$ cat src/shared/phy_regs_pkg.sv
package phy_regs_pkg;
	// ==========================================================
	// Register byte offsets (printed offsets not all multiples of four: index * 4)
	localparam logic [7:0] IDX_PKT_LEN = 8'h1c;
	localparam logic [7:0] IDX_CABLE = 8'h1e;
	localparam logic [7:0] IDX_RESET = 8'h1f;
	localparam logic [7:0] IDX_MULTI_PURPOSE_LED = 8'h25;
	localparam logic [7:0] IDX_IRQ_STATUS = 8'h30;
	localparam logic [7:0] IDX_IRQ_MASK = 8'h31;
	localparam logic [9:0] ADDR_PKT_LEN = {IDX_PKT_LEN, 2'b00};
	localparam logic [9:0] ADDR_CABLE = {IDX_CABLE, 2'b00};
	localparam logic [9:0] ADDR_RESET = {IDX_RESET, 2'b00};
	localparam logic [9:0] ADDR_MULTI_PURPOSE_LED = {IDX_MULTI_PURPOSE_LED, 2'b00};
	localparam logic [9:0] ADDR_IRQ_STATUS = {IDX_IRQ_STATUS, 2'b00};
	localparam logic [9:0] ADDR_IRQ_MASK = {IDX_IRQ_MASK, 2'b00};

	// ==========================================================
	// Field positions and reset values
	localparam logic [10:0] PKT_LEN_RESET = 11'h5ee;
	localparam int CABLE_START_BIT = 15;
	localparam int CABLE_DONE_BIT = 1;
	localparam int CABLE_FAIL_BIT = 0;
	localparam logic [12:0] CABLE_RSVD_VAL = 13'h0040;
	localparam int SOFT_RESET_BIT = 15;
	localparam int RESTART_BIT = 14;
	localparam int POL_BIT = 9;
	localparam int SRC_LSB = 3;
	localparam int ROUTE_LSB = 0;
	localparam int IRQ_BITS = 3;
	localparam int IRQ_DONE = 0;
	localparam int IRQ_FAIL = 1;
	localparam int IRQ_LOST = 2;
	localparam logic [1:0] ROUTE_COL = 2'h0;
	localparam logic [1:0] ROUTE_LED0 = 2'h1;

	// LED source codes
	typedef enum logic [3:0] {
		SRC_LINK = 4'h0, SRC_ACT = 4'h1, SRC_TX = 4'h2, SRC_RX = 4'h3,
		SRC_COL = 4'h4, SRC_SPD100 = 4'h5, SRC_SPD10 = 4'h6, SRC_FDX = 4'h7,
		SRC_LINK_BLINK = 4'h8, SRC_STRETCH = 4'h9, SRC_LINK100FD = 4'ha,
		SRC_LPI = 4'hb, SRC_MII_ERR = 4'hc, SRC_LINK_LOST = 4'hd,
		SRC_PRBS_ERR = 4'he, SRC_RSVD = 4'hf
	} led_src_t;

	// Status bundle from the PHY core
	typedef struct packed {
		logic link;
		logic tx_act;
		logic rx_act;
		logic col;
		logic speed100;
		logic full_duplex;
		logic act_stretch;
		logic lpi;
		logic mii_err;
		logic blink;
	} phy_status_t;

	// Cable measurement engine report
	typedef struct packed {
		logic done;
		logic fail;
	} cable_result_t;
endpackage

$ cat src/phy_diag_reset_led_regs.sv
// Register access over APB was chosen for this implementation.
`timescale 1ns/10ps
module phy_diag_reset_led_regs (
	input wire logic pclk,
	input wire logic presetn,
	input wire logic psel,
	input wire logic penable,
	input wire logic pwrite,
	input wire logic [31:0] paddr,
	input wire logic [31:0] pwdata,
	input wire logic [3:0] pstrb,
	output logic [31:0] prdata,
	output logic pready,
	output logic pslverr,
	input wire logic led_strap_pullup,
	input wire phy_regs_pkg::phy_status_t phy_status,
	input wire phy_regs_pkg::cable_result_t cable_result,
	input wire logic prbs_error,
	input wire logic error_count_cleared,
	input wire logic bmsr_read,
	output logic cable_start,
	output logic [10:0] packet_length,
	output logic soft_reset,
	output logic digital_restart,
	output logic col_pin,
	output logic first_led_pin,
	output logic irq
);
	import phy_regs_pkg::*;

	// ==========================================================
	// Register state
	logic [10:0] pkt_len_r;
	logic start_r;
	logic done_r;
	logic fail_r;
	logic [13:0] rst_rsvd_r;
	logic soft_rst_r;
	logic restart_r;
	logic [15:0] multi_purpose_led_r;
	logic strap_taken_r;
	logic lost_latch_r;
	logic prbs_latch_r;
	logic link_d_r;
	logic [IRQ_BITS-1:0] irq_stat_r;
	logic [IRQ_BITS-1:0] irq_mask_r;
	logic rd_en;
	logic wr_en;
	logic mapped;
	logic [9:0] addr;
	logic [31:0] rdata_nxt;
	logic led_raw;
	logic led_val;
	logic [IRQ_BITS-1:0] irq_events;
	logic [15:0] wdata16;
	logic internal_rst_n;
	logic [15:0] len_merged;
	logic [15:0] rst_merged;
	logic [15:0] multi_purpose_led_merged;
	logic [IRQ_BITS-1:0] irq_read_clr;

	// Byte-lane merge of a 16-bit register
	function automatic logic [15:0] merge16(input logic [15:0] old, input logic [31:0] d,
		input logic [3:0] s);
		merge16 = {s[1] ? d[15:8] : old[15:8], s[0] ? d[7:0] : old[7:0]};
	endfunction

	// Address decode, shared by read and write paths
	function automatic logic is_mapped(input logic [9:0] a);
		is_mapped = (a == ADDR_PKT_LEN) || (a == ADDR_CABLE) || (a == ADDR_RESET) ||
			(a == ADDR_MULTI_PURPOSE_LED) || (a == ADDR_IRQ_STATUS) || (a == ADDR_IRQ_MASK);
	endfunction

	// Write strobe of one register, shared by every writable register process
	function automatic logic wr_hit(input logic go, input logic [9:0] a,
		input logic [9:0] target);
		wr_hit = go && (a == target);
	endfunction

	// ==========================================================
	// APB access decode; zero-wait slave
	assign addr = paddr[9:0];
	assign mapped = is_mapped(addr) && (paddr[31:10] == 22'h0);
	assign wr_en = psel && penable && pwrite && mapped;
	assign rd_en = psel && penable && !pwrite && mapped;
	assign wdata16 = pwdata[15:0];

	// Software reset acts on the whole register file like the pin
	assign internal_rst_n = presetn && !soft_rst_r;

	// Ready answers every setup cycle, so the access phase never waits;
	// back-to-back transfers see it again one setup later
	always_ff @(posedge pclk or negedge presetn) begin
		if (!presetn) begin
			pready <= 1'b0;
		end else begin
			pready <= psel && !penable;
		end
	end

	// Error flag for any address outside the map, far pages included
	always_ff @(posedge pclk or negedge presetn) begin
		if (!presetn) begin
			pslverr <= 1'b0;
		end else begin
			pslverr <= psel && !penable && !mapped;
		end
	end

	// Read data caught in setup; unmapped or far addresses read zero
	always_ff @(posedge pclk or negedge presetn) begin
		if (!presetn) begin
			prdata <= 32'h0;
		end else begin
			prdata <= (psel && !penable && !pwrite && mapped) ? rdata_nxt : 32'h0;
		end
	end

	// Read mux
	always_comb begin
		rdata_nxt = 32'h0;
		case (addr)
			ADDR_PKT_LEN: rdata_nxt[10:0] = pkt_len_r;
			ADDR_CABLE: rdata_nxt[15:0] = {start_r, CABLE_RSVD_VAL, done_r, fail_r};
			ADDR_RESET: rdata_nxt[15:0] = {soft_rst_r, restart_r, rst_rsvd_r};
			ADDR_MULTI_PURPOSE_LED: rdata_nxt[15:0] = multi_purpose_led_r;
			ADDR_IRQ_STATUS: rdata_nxt[IRQ_BITS-1:0] = irq_stat_r;
			ADDR_IRQ_MASK: rdata_nxt[IRQ_BITS-1:0] = irq_mask_r;
			default: rdata_nxt = 32'h0;
		endcase
	end

	// Access phase write enable qualified by pready
	logic wr_go;
	logic rd_go;
	assign wr_go = wr_en && pready;
	assign rd_go = rd_en && pready;

	// Byte-lane merged write words; reserved upper bits are dropped
	// where the register keeps them at zero
	assign len_merged = merge16({5'h0, pkt_len_r}, pwdata, pstrb);
	assign rst_merged = merge16({2'b00, rst_rsvd_r}, pwdata, pstrb);
	assign multi_purpose_led_merged = merge16(multi_purpose_led_r, pwdata, pstrb);

	// ==========================================================
	// Packet length register
	always_ff @(posedge pclk or negedge internal_rst_n) begin
		if (!internal_rst_n) begin
			pkt_len_r <= PKT_LEN_RESET;
		end else if (wr_hit(wr_go, addr, ADDR_PKT_LEN)) begin
			pkt_len_r <= len_merged[10:0];
		end
	end

	// Cable diagnostic start, cleared when done sets
	always_ff @(posedge pclk or negedge internal_rst_n) begin
		if (!internal_rst_n) begin
			start_r <= 1'b0;
		end else if (cable_result.done && !done_r) begin
			start_r <= 1'b0;
		end else if (wr_hit(wr_go, addr, ADDR_CABLE) && pstrb[1]) begin
			start_r <= wdata16[CABLE_START_BIT];
		end
	end

	// Completion and failure flags follow the measurement engine
	always_ff @(posedge pclk or negedge internal_rst_n) begin
		if (!internal_rst_n) begin
			done_r <= 1'b1;
			fail_r <= 1'b0;
		end else if (start_r && !cable_result.done) begin
			done_r <= 1'b0;
			fail_r <= 1'b0;
		end else begin
			done_r <= cable_result.done || done_r;
			fail_r <= cable_result.done ? cable_result.fail : fail_r;
		end
	end

	// Reset control: self-clearing software reset and restart
	always_ff @(posedge pclk or negedge presetn) begin
		if (!presetn) begin
			soft_rst_r <= 1'b0;
			restart_r <= 1'b0;
			rst_rsvd_r <= 14'h0;
		end else if (soft_rst_r) begin
			soft_rst_r <= 1'b0;
			restart_r <= 1'b0;
			rst_rsvd_r <= 14'h0;
		end else if (wr_hit(wr_go, addr, ADDR_RESET)) begin
			soft_rst_r <= pstrb[1] && wdata16[SOFT_RESET_BIT];
			restart_r <= pstrb[1] && wdata16[RESTART_BIT];
			rst_rsvd_r <= rst_merged[13:0];
		end else begin
			restart_r <= 1'b0;
		end
	end

	// Strap is caught in the first clock after reset release
	always_ff @(posedge pclk or negedge internal_rst_n) begin
		if (!internal_rst_n) begin
			strap_taken_r <= 1'b0;
			multi_purpose_led_r <= 16'h0;
		end else if (!strap_taken_r) begin
			strap_taken_r <= 1'b1;
			multi_purpose_led_r[POL_BIT] <= !led_strap_pullup;
		end else if (wr_hit(wr_go, addr, ADDR_MULTI_PURPOSE_LED)) begin
			multi_purpose_led_r <= multi_purpose_led_merged;
		end
	end

	// ==========================================================
	// LED latches for link lost and test pattern errors
	// Previous link level, for the falling-edge detect
	always_ff @(posedge pclk or negedge internal_rst_n) begin
		if (!internal_rst_n) begin
			link_d_r <= 1'b0;
		end else begin
			link_d_r <= phy_status.link;
		end
	end

	// Link-lost latch; a new loss wins over a status read in the same cycle
	always_ff @(posedge pclk or negedge internal_rst_n) begin
		if (!internal_rst_n) begin
			lost_latch_r <= 1'b0;
		end else if (link_d_r && !phy_status.link) begin
			lost_latch_r <= 1'b1;
		end else if (bmsr_read) begin
			lost_latch_r <= 1'b0;
		end
	end

	// Test pattern latch; held until the error counter is cleared
	always_ff @(posedge pclk or negedge internal_rst_n) begin
		if (!internal_rst_n) begin
			prbs_latch_r <= 1'b0;
		end else if (prbs_error) begin
			prbs_latch_r <= 1'b1;
		end else if (error_count_cleared) begin
			prbs_latch_r <= 1'b0;
		end
	end

	// LED source selection
	always_comb begin
		case (led_src_t'(multi_purpose_led_r[SRC_LSB +: 4]))
			SRC_LINK: led_raw = phy_status.link;
			SRC_ACT: led_raw = phy_status.tx_act || phy_status.rx_act;
			SRC_TX: led_raw = phy_status.tx_act;
			SRC_RX: led_raw = phy_status.rx_act;
			SRC_COL: led_raw = phy_status.col;
			SRC_SPD100: led_raw = phy_status.speed100;
			SRC_SPD10: led_raw = !phy_status.speed100;
			SRC_FDX: led_raw = phy_status.full_duplex;
			SRC_LINK_BLINK: led_raw = phy_status.link && !((phy_status.tx_act ||
				phy_status.rx_act) && phy_status.blink);
			SRC_STRETCH: led_raw = phy_status.act_stretch;
			SRC_LINK100FD: led_raw = phy_status.link && phy_status.speed100 &&
				phy_status.full_duplex;
			SRC_LPI: led_raw = phy_status.lpi;
			SRC_MII_ERR: led_raw = phy_status.mii_err;
			SRC_LINK_LOST: led_raw = lost_latch_r;
			SRC_PRBS_ERR: led_raw = prbs_latch_r;
			default: led_raw = 1'b0;
		endcase
	end

	// Active low when polarity bit is zero
	assign led_val = multi_purpose_led_r[POL_BIT] ? led_raw : !led_raw;

	// Pin routing, registered outputs
	always_ff @(posedge pclk or negedge internal_rst_n) begin
		if (!internal_rst_n) begin
			col_pin <= 1'b0;
			first_led_pin <= 1'b0;
		end else begin
			col_pin <= (multi_purpose_led_r[ROUTE_LSB +: 2] == ROUTE_COL) ? led_val : phy_status.col;
			first_led_pin <= (multi_purpose_led_r[ROUTE_LSB +: 2] == ROUTE_LED0) ? led_val :
				!phy_status.link;
		end
	end

	// ==========================================================
	// Interrupt status; set wins over clear-on-read
	assign irq_events = {link_d_r && !phy_status.link,
		cable_result.done && cable_result.fail && !done_r,
		cable_result.done && !done_r};

	// A status read clears only the bits it returned, so an event that
	// lands between the setup and access edges is kept for the next read
	assign irq_read_clr = (rd_go && (addr == ADDR_IRQ_STATUS)) ? prdata[IRQ_BITS-1:0] : '0;

	// Sticky status, one flop per event
	for (genvar g = 0; g < IRQ_BITS; g++) begin : g_irq_bit
		always_ff @(posedge pclk or negedge internal_rst_n) begin
			if (!internal_rst_n) begin
				irq_stat_r[g] <= 1'b0;
			end else if (irq_events[g]) begin
				irq_stat_r[g] <= 1'b1;
			end else if (irq_read_clr[g]) begin
				irq_stat_r[g] <= 1'b0;
			end
		end
	end

	// Mask register, written from the low byte lane
	always_ff @(posedge pclk or negedge internal_rst_n) begin
		if (!internal_rst_n) begin
			irq_mask_r <= '0;
		end else if (wr_hit(wr_go, addr, ADDR_IRQ_MASK) && pstrb[0]) begin
			irq_mask_r <= pwdata[IRQ_BITS-1:0];
		end
	end

	// Level interrupt while any unmasked status bit stands
	always_ff @(posedge pclk or negedge internal_rst_n) begin
		if (!internal_rst_n) begin
			irq <= 1'b0;
		end else begin
			irq <= |(irq_stat_r & irq_mask_r);
		end
	end

	// Start level toward the measurement engine
	always_ff @(posedge pclk or negedge presetn) begin
		if (!presetn) begin
			cable_start <= 1'b0;
		end else begin
			cable_start <= start_r;
		end
	end

	// Length toward the self-test packet generator
	always_ff @(posedge pclk or negedge presetn) begin
		if (!presetn) begin
			packet_length <= PKT_LEN_RESET;
		end else begin
			packet_length <= pkt_len_r;
		end
	end

	// Whole-device reset pulse toward the rest of the core
	always_ff @(posedge pclk or negedge presetn) begin
		if (!presetn) begin
			soft_reset <= 1'b0;
		end else begin
			soft_reset <= soft_rst_r;
		end
	end

	// Restart pulse toward the digital core; registers keep their values
	always_ff @(posedge pclk or negedge presetn) begin
		if (!presetn) begin
			digital_restart <= 1'b0;
		end else begin
			digital_restart <= restart_r;
		end
	end
endmodule // phy_diag_reset_led_regs

$ cat config.mk
export PLATFORM = sky130hd
export DESIGN_NAME = phy_diag_reset_led_regs
export DESIGN_NICKNAME = d
export VERILOG_FILES = /design/src/shared/phy_regs_pkg.sv /design/src/phy_diag_reset_led_regs.sv
export SDC_FILE = /design/constraint.sdc
export NUM_CORES = 1
export LEC_CHECK = 0
export CORE_UTILIZATION = 35
export CTS_CLUSTER_DIAMETER = 30
export CTS_CLUSTER_SIZE = 16
export DETAILED_ROUTE_END_ITERATION = 10
export DONT_BUFFER_PORTS = 1
export PLACE_DENSITY = 0.48
export SLEW_MARGIN = 20
export SYNTH_ARGS = -nofsm -noshare
export SYNTH_HDL_FRONTEND = slang
export SYNTH_SLANG_ARGS = --single-unit
$ cat constraint.sdc
create_clock -name pclk -period 4.61 [get_ports pclk]
set_clock_uncertainty 0.15 [all_clocks]
set_input_delay 0.6915 -clock pclk [delete_from_list [all_inputs] [get_ports pclk]]
set_output_delay 0.6915 -clock pclk [all_outputs]
set_load 0.05 [all_outputs]
# [Word level (Yosys, flattened, before mapping)]
# Index checks and enable logic that the tools add are counted.
[classes] n_eq_ne=23 n_bitwise=1 reduce_logical=71 muxes=36
[ops] cell="$logic_and A1 B1 Y1" n=32
[ops] cell="$pmux W8 S4" n=1
[ops] cell="$eq A10 B7 Y1 const B" n=3
[ops] cell="$eq A10 B8 Y1 const B" n=3
[ops] cell="$eq A4 B4 Y1 const B" n=7
[ops] cell="$mux W14" n=2
[ops] cell="$mux W1" n=23
[ops] cell="$logic_not A22 Y1" n=1
[ops] cell="$reduce_bool A2 Y1" n=10
[ops] cell="$pmux W3 S6" n=1
[ops] cell="$eq A4 B3 Y1 const B" n=4
[ops] cell="$mux W16" n=1
[ops] cell="$mux W8" n=2
[ops] cell="$pmux W1 S15" n=1
[ops] cell="$pmux W5 S3" n=1
[ops] cell="$logic_not A1 Y1" n=11
[ops] cell="$mux W10" n=1
[ops] cell="$reduce_and A2 Y1" n=5
[ops] cell="$eq A4 B2 Y1 const B" n=2
[ops] cell="$logic_or A1 B1 Y1" n=7
[ops] cell="$mux W6" n=1
[ops] cell="$reduce_and A3 Y1" n=2
[ops] cell="$eq A4 B1 Y1 const B" n=1
[ops] cell="$logic_not A4 Y1" n=1
[ops] cell="other kinds (8)" n=8
[totals] ff_bits=91 wordCells=161 out_inout_bits=51

# [Longest topological paths before layout]
# Gate-level depths: netlist (run 1).
[depth] word_depth=13 ltp_mapped=7

# [Worst setup path before layout (run 1)]
# No wires, ideal clock.
[synth_timing] path_kind="input to register" startpoint="input paddr[4]" endpoint="register multi_purpose_led_r[10]" t_arrival_ns=2.442 path_slack_ns=1.891 setup_ns=0.127 t_required_ns=4.333 path_stages=6 path_buffers=1 cell_sequence="nand2b_2 a211o_1 a2111oi_4 and3_1 buf_4 mux2_1"
[synth_between] elab_chain_cells=11 word_cells_on_any_way=16
[synth_lines] item="start: declaration" line_no="phy_diag_reset_led_regs.sv:9" rtl="input wire logic [31:0] paddr,"
[synth_lines] item="$eq A10 B7 Y1" line_no="phy_diag_reset_led_regs.sv:70" rtl="is_mapped = (a == ADDR_PKT_LEN) || (a == ADDR_CABLE) || (a == ADDR_RESET) ||"
[synth_lines] item="$logic_or A1 B1 Y1 (3 in series)" line_no="phy_diag_reset_led_regs.sv:70"
[synth_lines] item="$logic_or A1 B1 Y1 (2 in series)" line_no="phy_diag_reset_led_regs.sv:71" rtl="(a == ADDR_MULTI_PURPOSE_LED) || (a == ADDR_IRQ_STATUS) || (a == ADDR_IRQ_MASK);"
[synth_lines] item="$logic_and A1 B1 Y1" line_no="phy_diag_reset_led_regs.sv:83" rtl="assign mapped = is_mapped(addr) && (paddr[31:10] == 22'h0);"
[synth_lines] item="$logic_and A1 B1 Y1" line_no="phy_diag_reset_led_regs.sv:84" rtl="assign wr_en = psel && penable && pwrite && mapped;"
[synth_lines] item="$logic_and A1 B1 Y1" line_no="phy_diag_reset_led_regs.sv:136" rtl="assign wr_go = wr_en && pready;"
[synth_lines] item="$logic_and A1 B1 Y1 (*)" line_no="phy_diag_reset_led_regs.sv:77" rtl="wr_hit = go && (a == target);"
[synth_lines] item="$reduce_and A3 Y1 (no line) (*)"
[synth_lines] item="end signal: indexed assignment" line_no="phy_diag_reset_led_regs.sv:206" rtl="multi_purpose_led_r[POL_BIT] <= !led_strap_pullup;"
[synth_lines] item="end signal: assignment" line_no="phy_diag_reset_led_regs.sv:208" rtl="multi_purpose_led_r <= multi_purpose_led_merged;"
[synth_lines] item="end: declaration" line_no="phy_diag_reset_led_regs.sv:40" rtl="logic [15:0] multi_purpose_led_r;"
# Mark *: on every way between the ends. The rest lies on a longest branch, timed or not.
# A chain may end at the register's enable or synchronous reset.

# [Final worst setup path (run 1)]
[layout_timing] startpoint="input paddr[1]" endpoint="register multi_purpose_led_r[1]"
# The elaborated chain is that of the path after synthesis.

==> results of run 1 <==
## area by class of cell
type                    instances  area [um2]  area share
flip-flops and latches         91        2298      0.4968
multi-input cells             241        1759      0.3802
clock buffers                  11       232.7     0.05030
well taps                     143       178.9     0.03867
repair buffers                  7       76.32     0.01650
clock inverters                 5       55.05     0.01190
inverters                       7       26.28    0.005679
## worst max-delay path by stage
stage | end | slack, ns | depth (start not counted)
global placement | prdata[9] | 1.27 | 5
detailed placement | prdata[8] | 1.28 | 5
global route | multi_purpose_led_r[10] | 1.62 | 6
finish | multi_purpose_led_r[1] | 1.75 | 5
CTS | prdata[8] | 1.64 | 5
floorplan | col_pin | 1.25 | 1
## timing repair
item                      4_1_cts  5_1_grt
hold endpoints to repair       40        0
hold buffers                    1        0
gates resized for setup         0        0
## worst reg2reg max path: cells and delay by family, from the launching register on
kind	cells	cell delay [ns]
AND/OR/NAND/NOR	3	0.83
flip-flops	1	0.64
AO/OA/AOI/OAI	1	0.34
buffers and inverters	1	0.29
multiplexers	1	0.36
## kinds of logic after synthesis
| logic type | after synthesis |
|---|---|
| other | 2 |
| muxes | 42 |
| AOI/OAI and AO/OA | 65 |
| and+or+nand+nor | 117 |
| buffers and inverters | 38 |
| DFF | 91 |
## registers in the layout, summed over array words and instances, names as in the netlist, 3 cells and up
name	cells
prdata	16
rst_rsvd_r	14
irq_stat_r	3
packet_length	11
multi_purpose_led_r	16
irq_mask_r	3
pkt_len_r	11
## power breakdown
group          switching [mW]  total [mW]  internal [mW]
logic                  0.0591      0.0812         0.0221
clock network           0.314       0.733          0.419
registers              0.0198       0.830          0.811
total                   0.393        1.64           1.25
## layer usage
metal  vias to the layer above  GRT usage  routed length [um]
met5                         -          0                   0
met4                         0    0.07297                 188
met3                        13    0.04246                 639
met2                       109     0.2940                5044
met1                      1415     0.2307                4649
li1                       1267          -                   -
## placed cells by master (no fill, tap or decap), types with 10 or more instances in the layout
cell and count:
nand2_1 11, nor2_1 19, dfstp_2 17, a222oi_1 10, nand3_1 14, nand2b_1 23, mux2_2 24, a22oi_1 10
a21oi_1 10, conb_1 17, dfrtp_1 74, mux2i_1 11
## synthesized netlist by cell type (all sizes together), types with 4 or more instances
master  count
nand2b     24
inv         7
nor2b       6
nand2      11
buf        21
nand3      15
and3b       4
a22oi      10
a21o        4
a222oi     10
nor4        9
a21bo       7
and3        8
dfrtp      74
o21ai       5
mux2       31
mux2i      11
dfstp      17
a21oi      10
nor2       19
clkbuf     10
## through the flow
stage / power (mW) / cells / instance area, um2
3_3_place_gp: 0.9162 / 487 / 4300
6_report: 1.645 / 505 / 4627
3_5_place_dp: 0.9170 / 487 / 4300
4_1_cts: 1.664 / 504 / 4616
2_1_floorplan: 0.9165 / 370 / 4268
5_1_grt: 1.704 / 505 / 4627
==> key figures, run 1 <==
Synth
  – Simple-gate area share of the yosys netlist: 0.1658
  – Adder-cell share of the synthesized area: 0
  – Synth top area cells: dfrtp_1 (44%), dfstp_2 (11%), mux2_2 (6.4%), nand2b_1 (3.4%), buf_4 (3.0%)
  – Most used DFF post-synth: dfrtp_1
  – Gate count after technology mapping: 355
  – Post-synth top area cell: dfrtp_1
  – Synth warnings: 0
  – Post-synth EDFFs: 0
  – Syn Std Cell Area: 4212 um2
  – Post-Synth XOR/XNOR Area: 0
  – FFs w/ async S/R, synth: 1.000
  – Register bit count reported by yosys: 91
  – Yosys cell types: 53
  – Largest family of logic cells by synthesized area: simple AND/OR/NAND/NOR gates
  – Synthesized area per cell: 11.86 um2
  – Post-synthesis mux area share: 0.1090
  – Complex-gate fraction of the synthesized area: 0.1260
  – Top cell type's share of synthesized area: 0.4397
  – Post-synthesis sequential area ratio: 0.5458

Floorplanning
  – Initial core utilization: 0.3642
  – Row count: 39
  – Die area: 12480 um2
  – Io pins: 140
  – Core ar.: 11560 um2
  – Die Wd: 111.7 um
  – Die H: 111.7 um

Placed design
  – DP HPWL: 7036 um
  – Gpl congestion: 0.7565
  – # port buffers: 0
  – Pre-CTS setup slack: 1.284 ns

Worst hold path
  – Min-Delay Path Class: in -> async

Worst setup path
  – Crit. Startpoint: paddr[1]
  – Worst reg2reg path endpoint: multi_purpose_led_r[15]
  – Delay-heaviest family, CP: simple AND/OR/NAND/NOR gates
  – Worst setup SP type: primary input
  – Critical Path Fanout Max: 9
  – Crit-path cells: nor4_1 > nand3_1 > a211oi_4 > nand4_2 > mux2_2
  – Bufs and invs on worst path: 0
  – Kind of critical path: in -> reg
  – Critical path required time: 4.68 ns
  – Largest stage delay, worst path: 0.56 ns
  – Worst r2r src: pready
  – Worst setup EP type: flop
  – R2R depth: 6
  – Worst path slowest cell: a211oi_4
  – Reg2reg setup slack: 1.88 ns
  – Data arrival, critical path: 2.93 ns

STA
  – Worst-margin pin slew: 0.8414 ns
  – Final period util: 0.6199
  – Hold Vio Cnt, Final: 0
  – Unrepaired setup endpoints after global routing: no
  – Fmax: 350.0 MHz
  – Setup WS post-layout: 1.752 ns
  – Slew headroom: 0.4391
  – # setup viols final: 0
  – Final TNS setup: 0 ns
  – Worst hold slack: 0.03273 ns
  – Max-slew violations: 0
  – Min Tclk post-route: 2.858 ns

Outcome
  – Status: complete, but fails checks
  – Failing checks: design-rule violations

Clock tree
  – CTS buffer count: 9
  – Reg clk slew, reported paths: 0.07 ns
  – H-tree Lvls: 3
  – CTS tree: built
  – Clk_lat worst skew: 0.34 ns
  – CTS sink count: 91
  – Max Root-Sink Buffers: 2
  – Postcts setup bufs: 0
  – CTS root buf: clkbuf_16

GRT
  – Antenna violations before repair: 0
  – Number of global-route vias before repair: 2971
  – GRT Overall Usage: 0.1803
  – Largest net degree at the start of global routing: 41
  – Total gr overflow: 0
  – First-pass GRT wire length: 16880 um

Layout
  – # fillers: 1119
  – Share of cells above drive strength 1: 0.2127
  – Area Overhead vs Synth: 9.863%
  – Final Core Density: 0.4001
  – N_diodes: 0
  – Nets@finish: 446

Detailed routing
  – WL/cell: 20.83 um
  – Via Count: 2804
  – Drt drc: 4
  – Routed Antenna Nets: 0
  – First-pass iteration count of the detailed router: 8
  – Routed wire length: 10520 um
  – Vias per inst: 5.552
  – DRT iter0 DRCs: 158

Power
  – Leakage power: 2.009 nW
  – PD cells: 355.5 nW/um2
  – VDD IR max: 0.0001487 V

Flow run
  – Max_cap viols: 0
Power figures use the tool's default switching activity.
==> inputs of run 2 (changes only) <==
--- a/config.mk
+++ b/config.mk
@@ -5,12 +5,13 @@
 export SDC_FILE = /design/constraint.sdc
 export NUM_CORES = 1
 export LEC_CHECK = 0
+export ABC_AREA = 1
 export CORE_UTILIZATION = 35
 export CTS_CLUSTER_DIAMETER = 30
 export CTS_CLUSTER_SIZE = 16
 export DETAILED_ROUTE_END_ITERATION = 10
 export DONT_BUFFER_PORTS = 1
-export PLACE_DENSITY = 0.48
+export PLACE_DENSITY = 0.5
 export SLEW_MARGIN = 20
 export SYNTH_ARGS = -nofsm -noshare
 export SYNTH_HDL_FRONTEND = slang
==> constraint.sdc (replaced) <==
create_clock -name pclk -period 2.55 [get_ports pclk]
set_clock_uncertainty 0.15 [all_clocks]
set_input_delay 0.3825 -clock pclk [delete_from_list [all_inputs] [get_ports pclk]]
set_output_delay 0.3825 -clock pclk [all_outputs]
set_load 0.05 [all_outputs]
==> key figures, run 2 <==
Synth
  – Post-synthesis sequential area ratio: 0.5405 (was 0.5458)
  – Synthesized area per cell: 8.626 um2 (was 11.86 um2)
  – Register bit count reported by yosys: 91 (unchanged)
  – Post-synth top area cell: dfrtp_1 (unchanged)
  – Most frequent cell after synthesis: nand2_1 (was dfrtp_1)
  – Most used DFF post-synth: dfrtp_1 (unchanged)
  – Synth top area cells: dfrtp_1 (44%), nand2_1 (12%), dfstp_2 (11%), nor2_1 (5.5%), inv_1 (3.9%) (was dfrtp_1 (44%), dfstp_2 (11%), mux2_2 (6.4%), nand2b_1 (3.4%), buf_4 (3.0%))
  – Post-synth top cells: nand2_1 (131), dfrtp_1 (74), nor2_1 (62) (was dfrtp_1 (74), mux2_2 (24), nand2b_1 (23))
  – Top cell type's share of synthesized area: 0.4354 (was 0.4397)
  – Synth warnings: 0 (unchanged)
  – Syn Std Cell Area: 4253 um2 (was 4212 um2)
  – Post-synth EDFFs: 0 (unchanged)
  – Gate count after technology mapping: 493 (was 355)
  – Yosys cell types: 34 (was 53)
  – FFs w/ async S/R, synth: 1.000 (unchanged)

GRT
  – Number of global-route vias before repair: 3202 (was 2971)
  – Grt peak-use layer: met2 (unchanged)
  – Total gr overflow: 0 (unchanged)
  – Antenna violations before repair: 0 (unchanged)
  – Met1 Track Usage GR: 0.2176 (was 0.2307)
  – GRT Overall Usage: 0.1737 (was 0.1803)
  – Met3 Resource Use GR: 0.05616 (was 0.04246)
  – First-pass GRT wire length: 16640 um (was 16880 um)
  – GR Layer Usage met2: 0.2870 (was 0.2940)
  – Largest net degree at the start of global routing: 50 (was 41)

Clock tree
  – Reg clk slew, reported paths: 0.06 ns (was 0.07 ns)
  – Post_cts resized: 0 (unchanged)
  – CTS tree: built (unchanged)
  – Max Root-Sink Buffers: 2 (unchanged)
  – CTS sink count: 91 (unchanged)
  – CTS root buf: clkbuf_16 (unchanged)
  – H-tree Lvls: 3 (unchanged)
  – Clk_lat worst skew: 0.34 ns (about the same)
  – CTS buffer count: 9 (unchanged)

Floorplanning
  – Initial core utilization: 0.3662 (was 0.3642)
  – Io pins: 140 (unchanged)
  – Core ar.: 11610 um2 (was 11560 um2)
  – Die area: 12600 um2 (was 12480 um2)
  – Die Wd: 112.2 um (was 111.7 um)
  – Die H: 112.2 um (was 111.7 um)
  – Row count: 39 (unchanged)

Power
  – Sequential share of power: 0.497 (was 0.505)
  – Switch Pwr: 0.6943 mW (was 0.3929 mW)
  – Sw Ratio: 0.2337 (was 0.2389)
  – PD cells: 624.6 nW/um2 (was 355.5 nW/um2)
  – P_int: 2.277 mW (was 1.252 mW)
  – Combinational fraction of design power: 0.052 (was 0.049)
  – VDD IR max: 0.0004196 V (was 0.0001487 V)
  – Leakage power: 2.310 nW (was 2.009 nW)
  – Overall Power: 2.971 mW (was 1.645 mW)
  – Clock share of power: 0.451 (was 0.446)

Placed design
  – DP HPWL: 7402 um (was 7036 um)
  – Post-placement cell area: 4345 um2 (was 4300 um2)
  – # port buffers: 0 (unchanged)
  – Gpl congestion: 0.7843 (was 0.7565)
  – Pre-CTS setup slack: 0.3832 ns (was 1.284 ns)
  – Placed insts: 629 (was 487)

Outcome
  – Failing checks: design-rule violations (unchanged)
  – Status: complete, but fails checks (unchanged)

Worst setup path
  – Worst path slowest cell: dlygate4sd3_1 (was a211oi_4)
  – Largest stage delay, worst path: 0.63 ns (was 0.56 ns)
  – Critical Path Fanout Max: 49 (was 9)
  – Worst setup SP type: primary input (unchanged)
  – Worst setup EP type: asynchronous set/reset pin (was flop)
  – Kind of critical path: in -> async (was in -> reg)
  – Critical path required time: 2.87 ns (was 4.68 ns)
  – Data arrival, critical path: 2.30 ns (was 2.93 ns)
  – Crit-path cells: dlygate4sd3_1 > buf_16 > inv_1 > nor2_4 > buf_4 (was nor4_1 > nand3_1 > a211oi_4 > nand4_2 > mux2_2)

Detailed routing
  – DRT iter0 DRCs: 236 (was 158)
  – Via Count: 3233 (was 2804)
  – Vias per inst: 4.943 (was 5.552)
  – First-pass iteration count of the detailed router: 7 (was 8)
  – Routed Antenna Nets: 0 (unchanged)
  – Drt drc: 13 (was 4)
  – WL/cell: 15.68 um (was 20.83 um)
  – Routed wire length: 10260 um (was 10520 um)

STA
  – Unrepaired setup endpoints after global routing: no (unchanged)
  – Min Tclk post-route: 1.976 ns
  – Final TNS setup: 0 ns (unchanged)
  – Max-slew violations: 0 (unchanged)
  – Final period util: 0.7750
  – Slew headroom: 0.5257 (was 0.4391)
  – Hold Vio Cnt, Final: 0 (unchanged)
  – Fmax: 506.0 MHz
  – # setup viols final: 0 (unchanged)
  – Worst hold slack: 0.01577 ns (was 0.03273 ns)
  – Worst-margin pin slew: 0.7107 ns (was 0.8414 ns)
  – Setup WS post-layout: 0.5736 ns (was 1.752 ns)

Layout
  – Most common cell after layout, fill and taps aside: nand2_1 (was dfrtp_1)
  – Area Overhead vs Synth: 11.86% (was 9.863%)
  – Nets@finish: 595 (was 446)
  – # fillers: 1187 (was 1119)
  – Final Instance Count excl. Fillers: 654 (was 505)
  – N_diodes: 0 (unchanged)
  – Final Core Density: 0.4096 (was 0.4001)
  – Sequential cell area: 2298 um2 (unchanged)
  – Final Cell Area: 4757 um2 (was 4627 um2)
  – Multi-input gate area: 1649 um2 (was 1759 um2)
  – Most frequent cells in the layout: nand2_1 (131), dfrtp_1 (74), nor2_1 (61), inv_1 (44), nand3_1 (31) (was dfrtp_1 (74), mux2_2 (24), nand2b_1 (23), nor2_1 (19))
  – Largest registers: multi_purpose_led_r (16), prdata (16), rst_rsvd_r (14) (unchanged)
  – Share of cells above drive strength 1: 0.1409 (was 0.2127)

Flow run
  – Max_cap viols: 0 (unchanged)

Worst hold path
  – Min-Delay Path Class: in -> reg (was in -> async)
## run 2: cell count changes after synthesis, sizes merged, moves of 17 or more
cell    previous run  this run
o21ai              5        43
nand2b            24         0
mux2              31         0
nand2             11       134
inv                7        47
nand3             15        32
nor2              19        66
## run 2: worst paths after layout
kind	start	to	slack (ns)	depth (start not counted)
worst max-delay path	presetn	done_r	0.57	5
worst min-delay path	cable_result[1]	done_r	0.02	1
worst max register to register	pready	multi_purpose_led_r[15]	0.68	7
worst min register to register	pkt_len_r[10]	packet_length[10]	0.23	0
max in group pclk	pready	multi_purpose_led_r[15]	0.68	7
min in group asynchronous	soft_rst_r	multi_purpose_led_r[12]	0.35	1
## run 2: routing by layer
metal	vias to the layer above	routed length, um
met5	-	0
met4	0	123
met3	9	768
met2	115	4898
met1	1535	4467
li1	1574	-
## run 2: logic make-up after synthesis
logic type	after synthesis	share of synthesized area
and+or+nand+nor	248	0.2539
AOI/OAI and AO/OA	77	0.1171
DFF	91	0.5405
other	2	0.001766
buffers and inverters	75	0.08679
## run 2: power by group through the flow
stage / Sequential, mW / Combinational [mW] / Clock (mW)
floorplan: 1.50 / 0.124 / 0
global placement: 1.50 / 0.125 / 0
detailed placement: 1.50 / 0.127 / 0
CTS: 1.48 / 0.159 / 1.39
global route: 1.48 / 0.173 / 1.44
finish: 1.48 / 0.156 / 1.34
## run 2: cell type report
cell class,instances,share of cell area
Clock buffer,10,0.05024
Multi-Input combinational cell,342,0.3467
Sequential cell,91,0.4832
Inverter,48,0.03814
Clock inverter,6,0.01368
Tap cell,143,0.03761
Timing Repair Buffer,14,0.03051
## run 2: what timing repair did
action,CTS,global route
setup buffers,0,0
hold buffers,9,0
hold endpoints to repair,71,0
## run 2: critical path, delay by kind of cell
kind | cells | cell delay (ns)
buffers and inverters | 4 | 1.34
AND/OR/NAND/NOR | 1 | 0.53
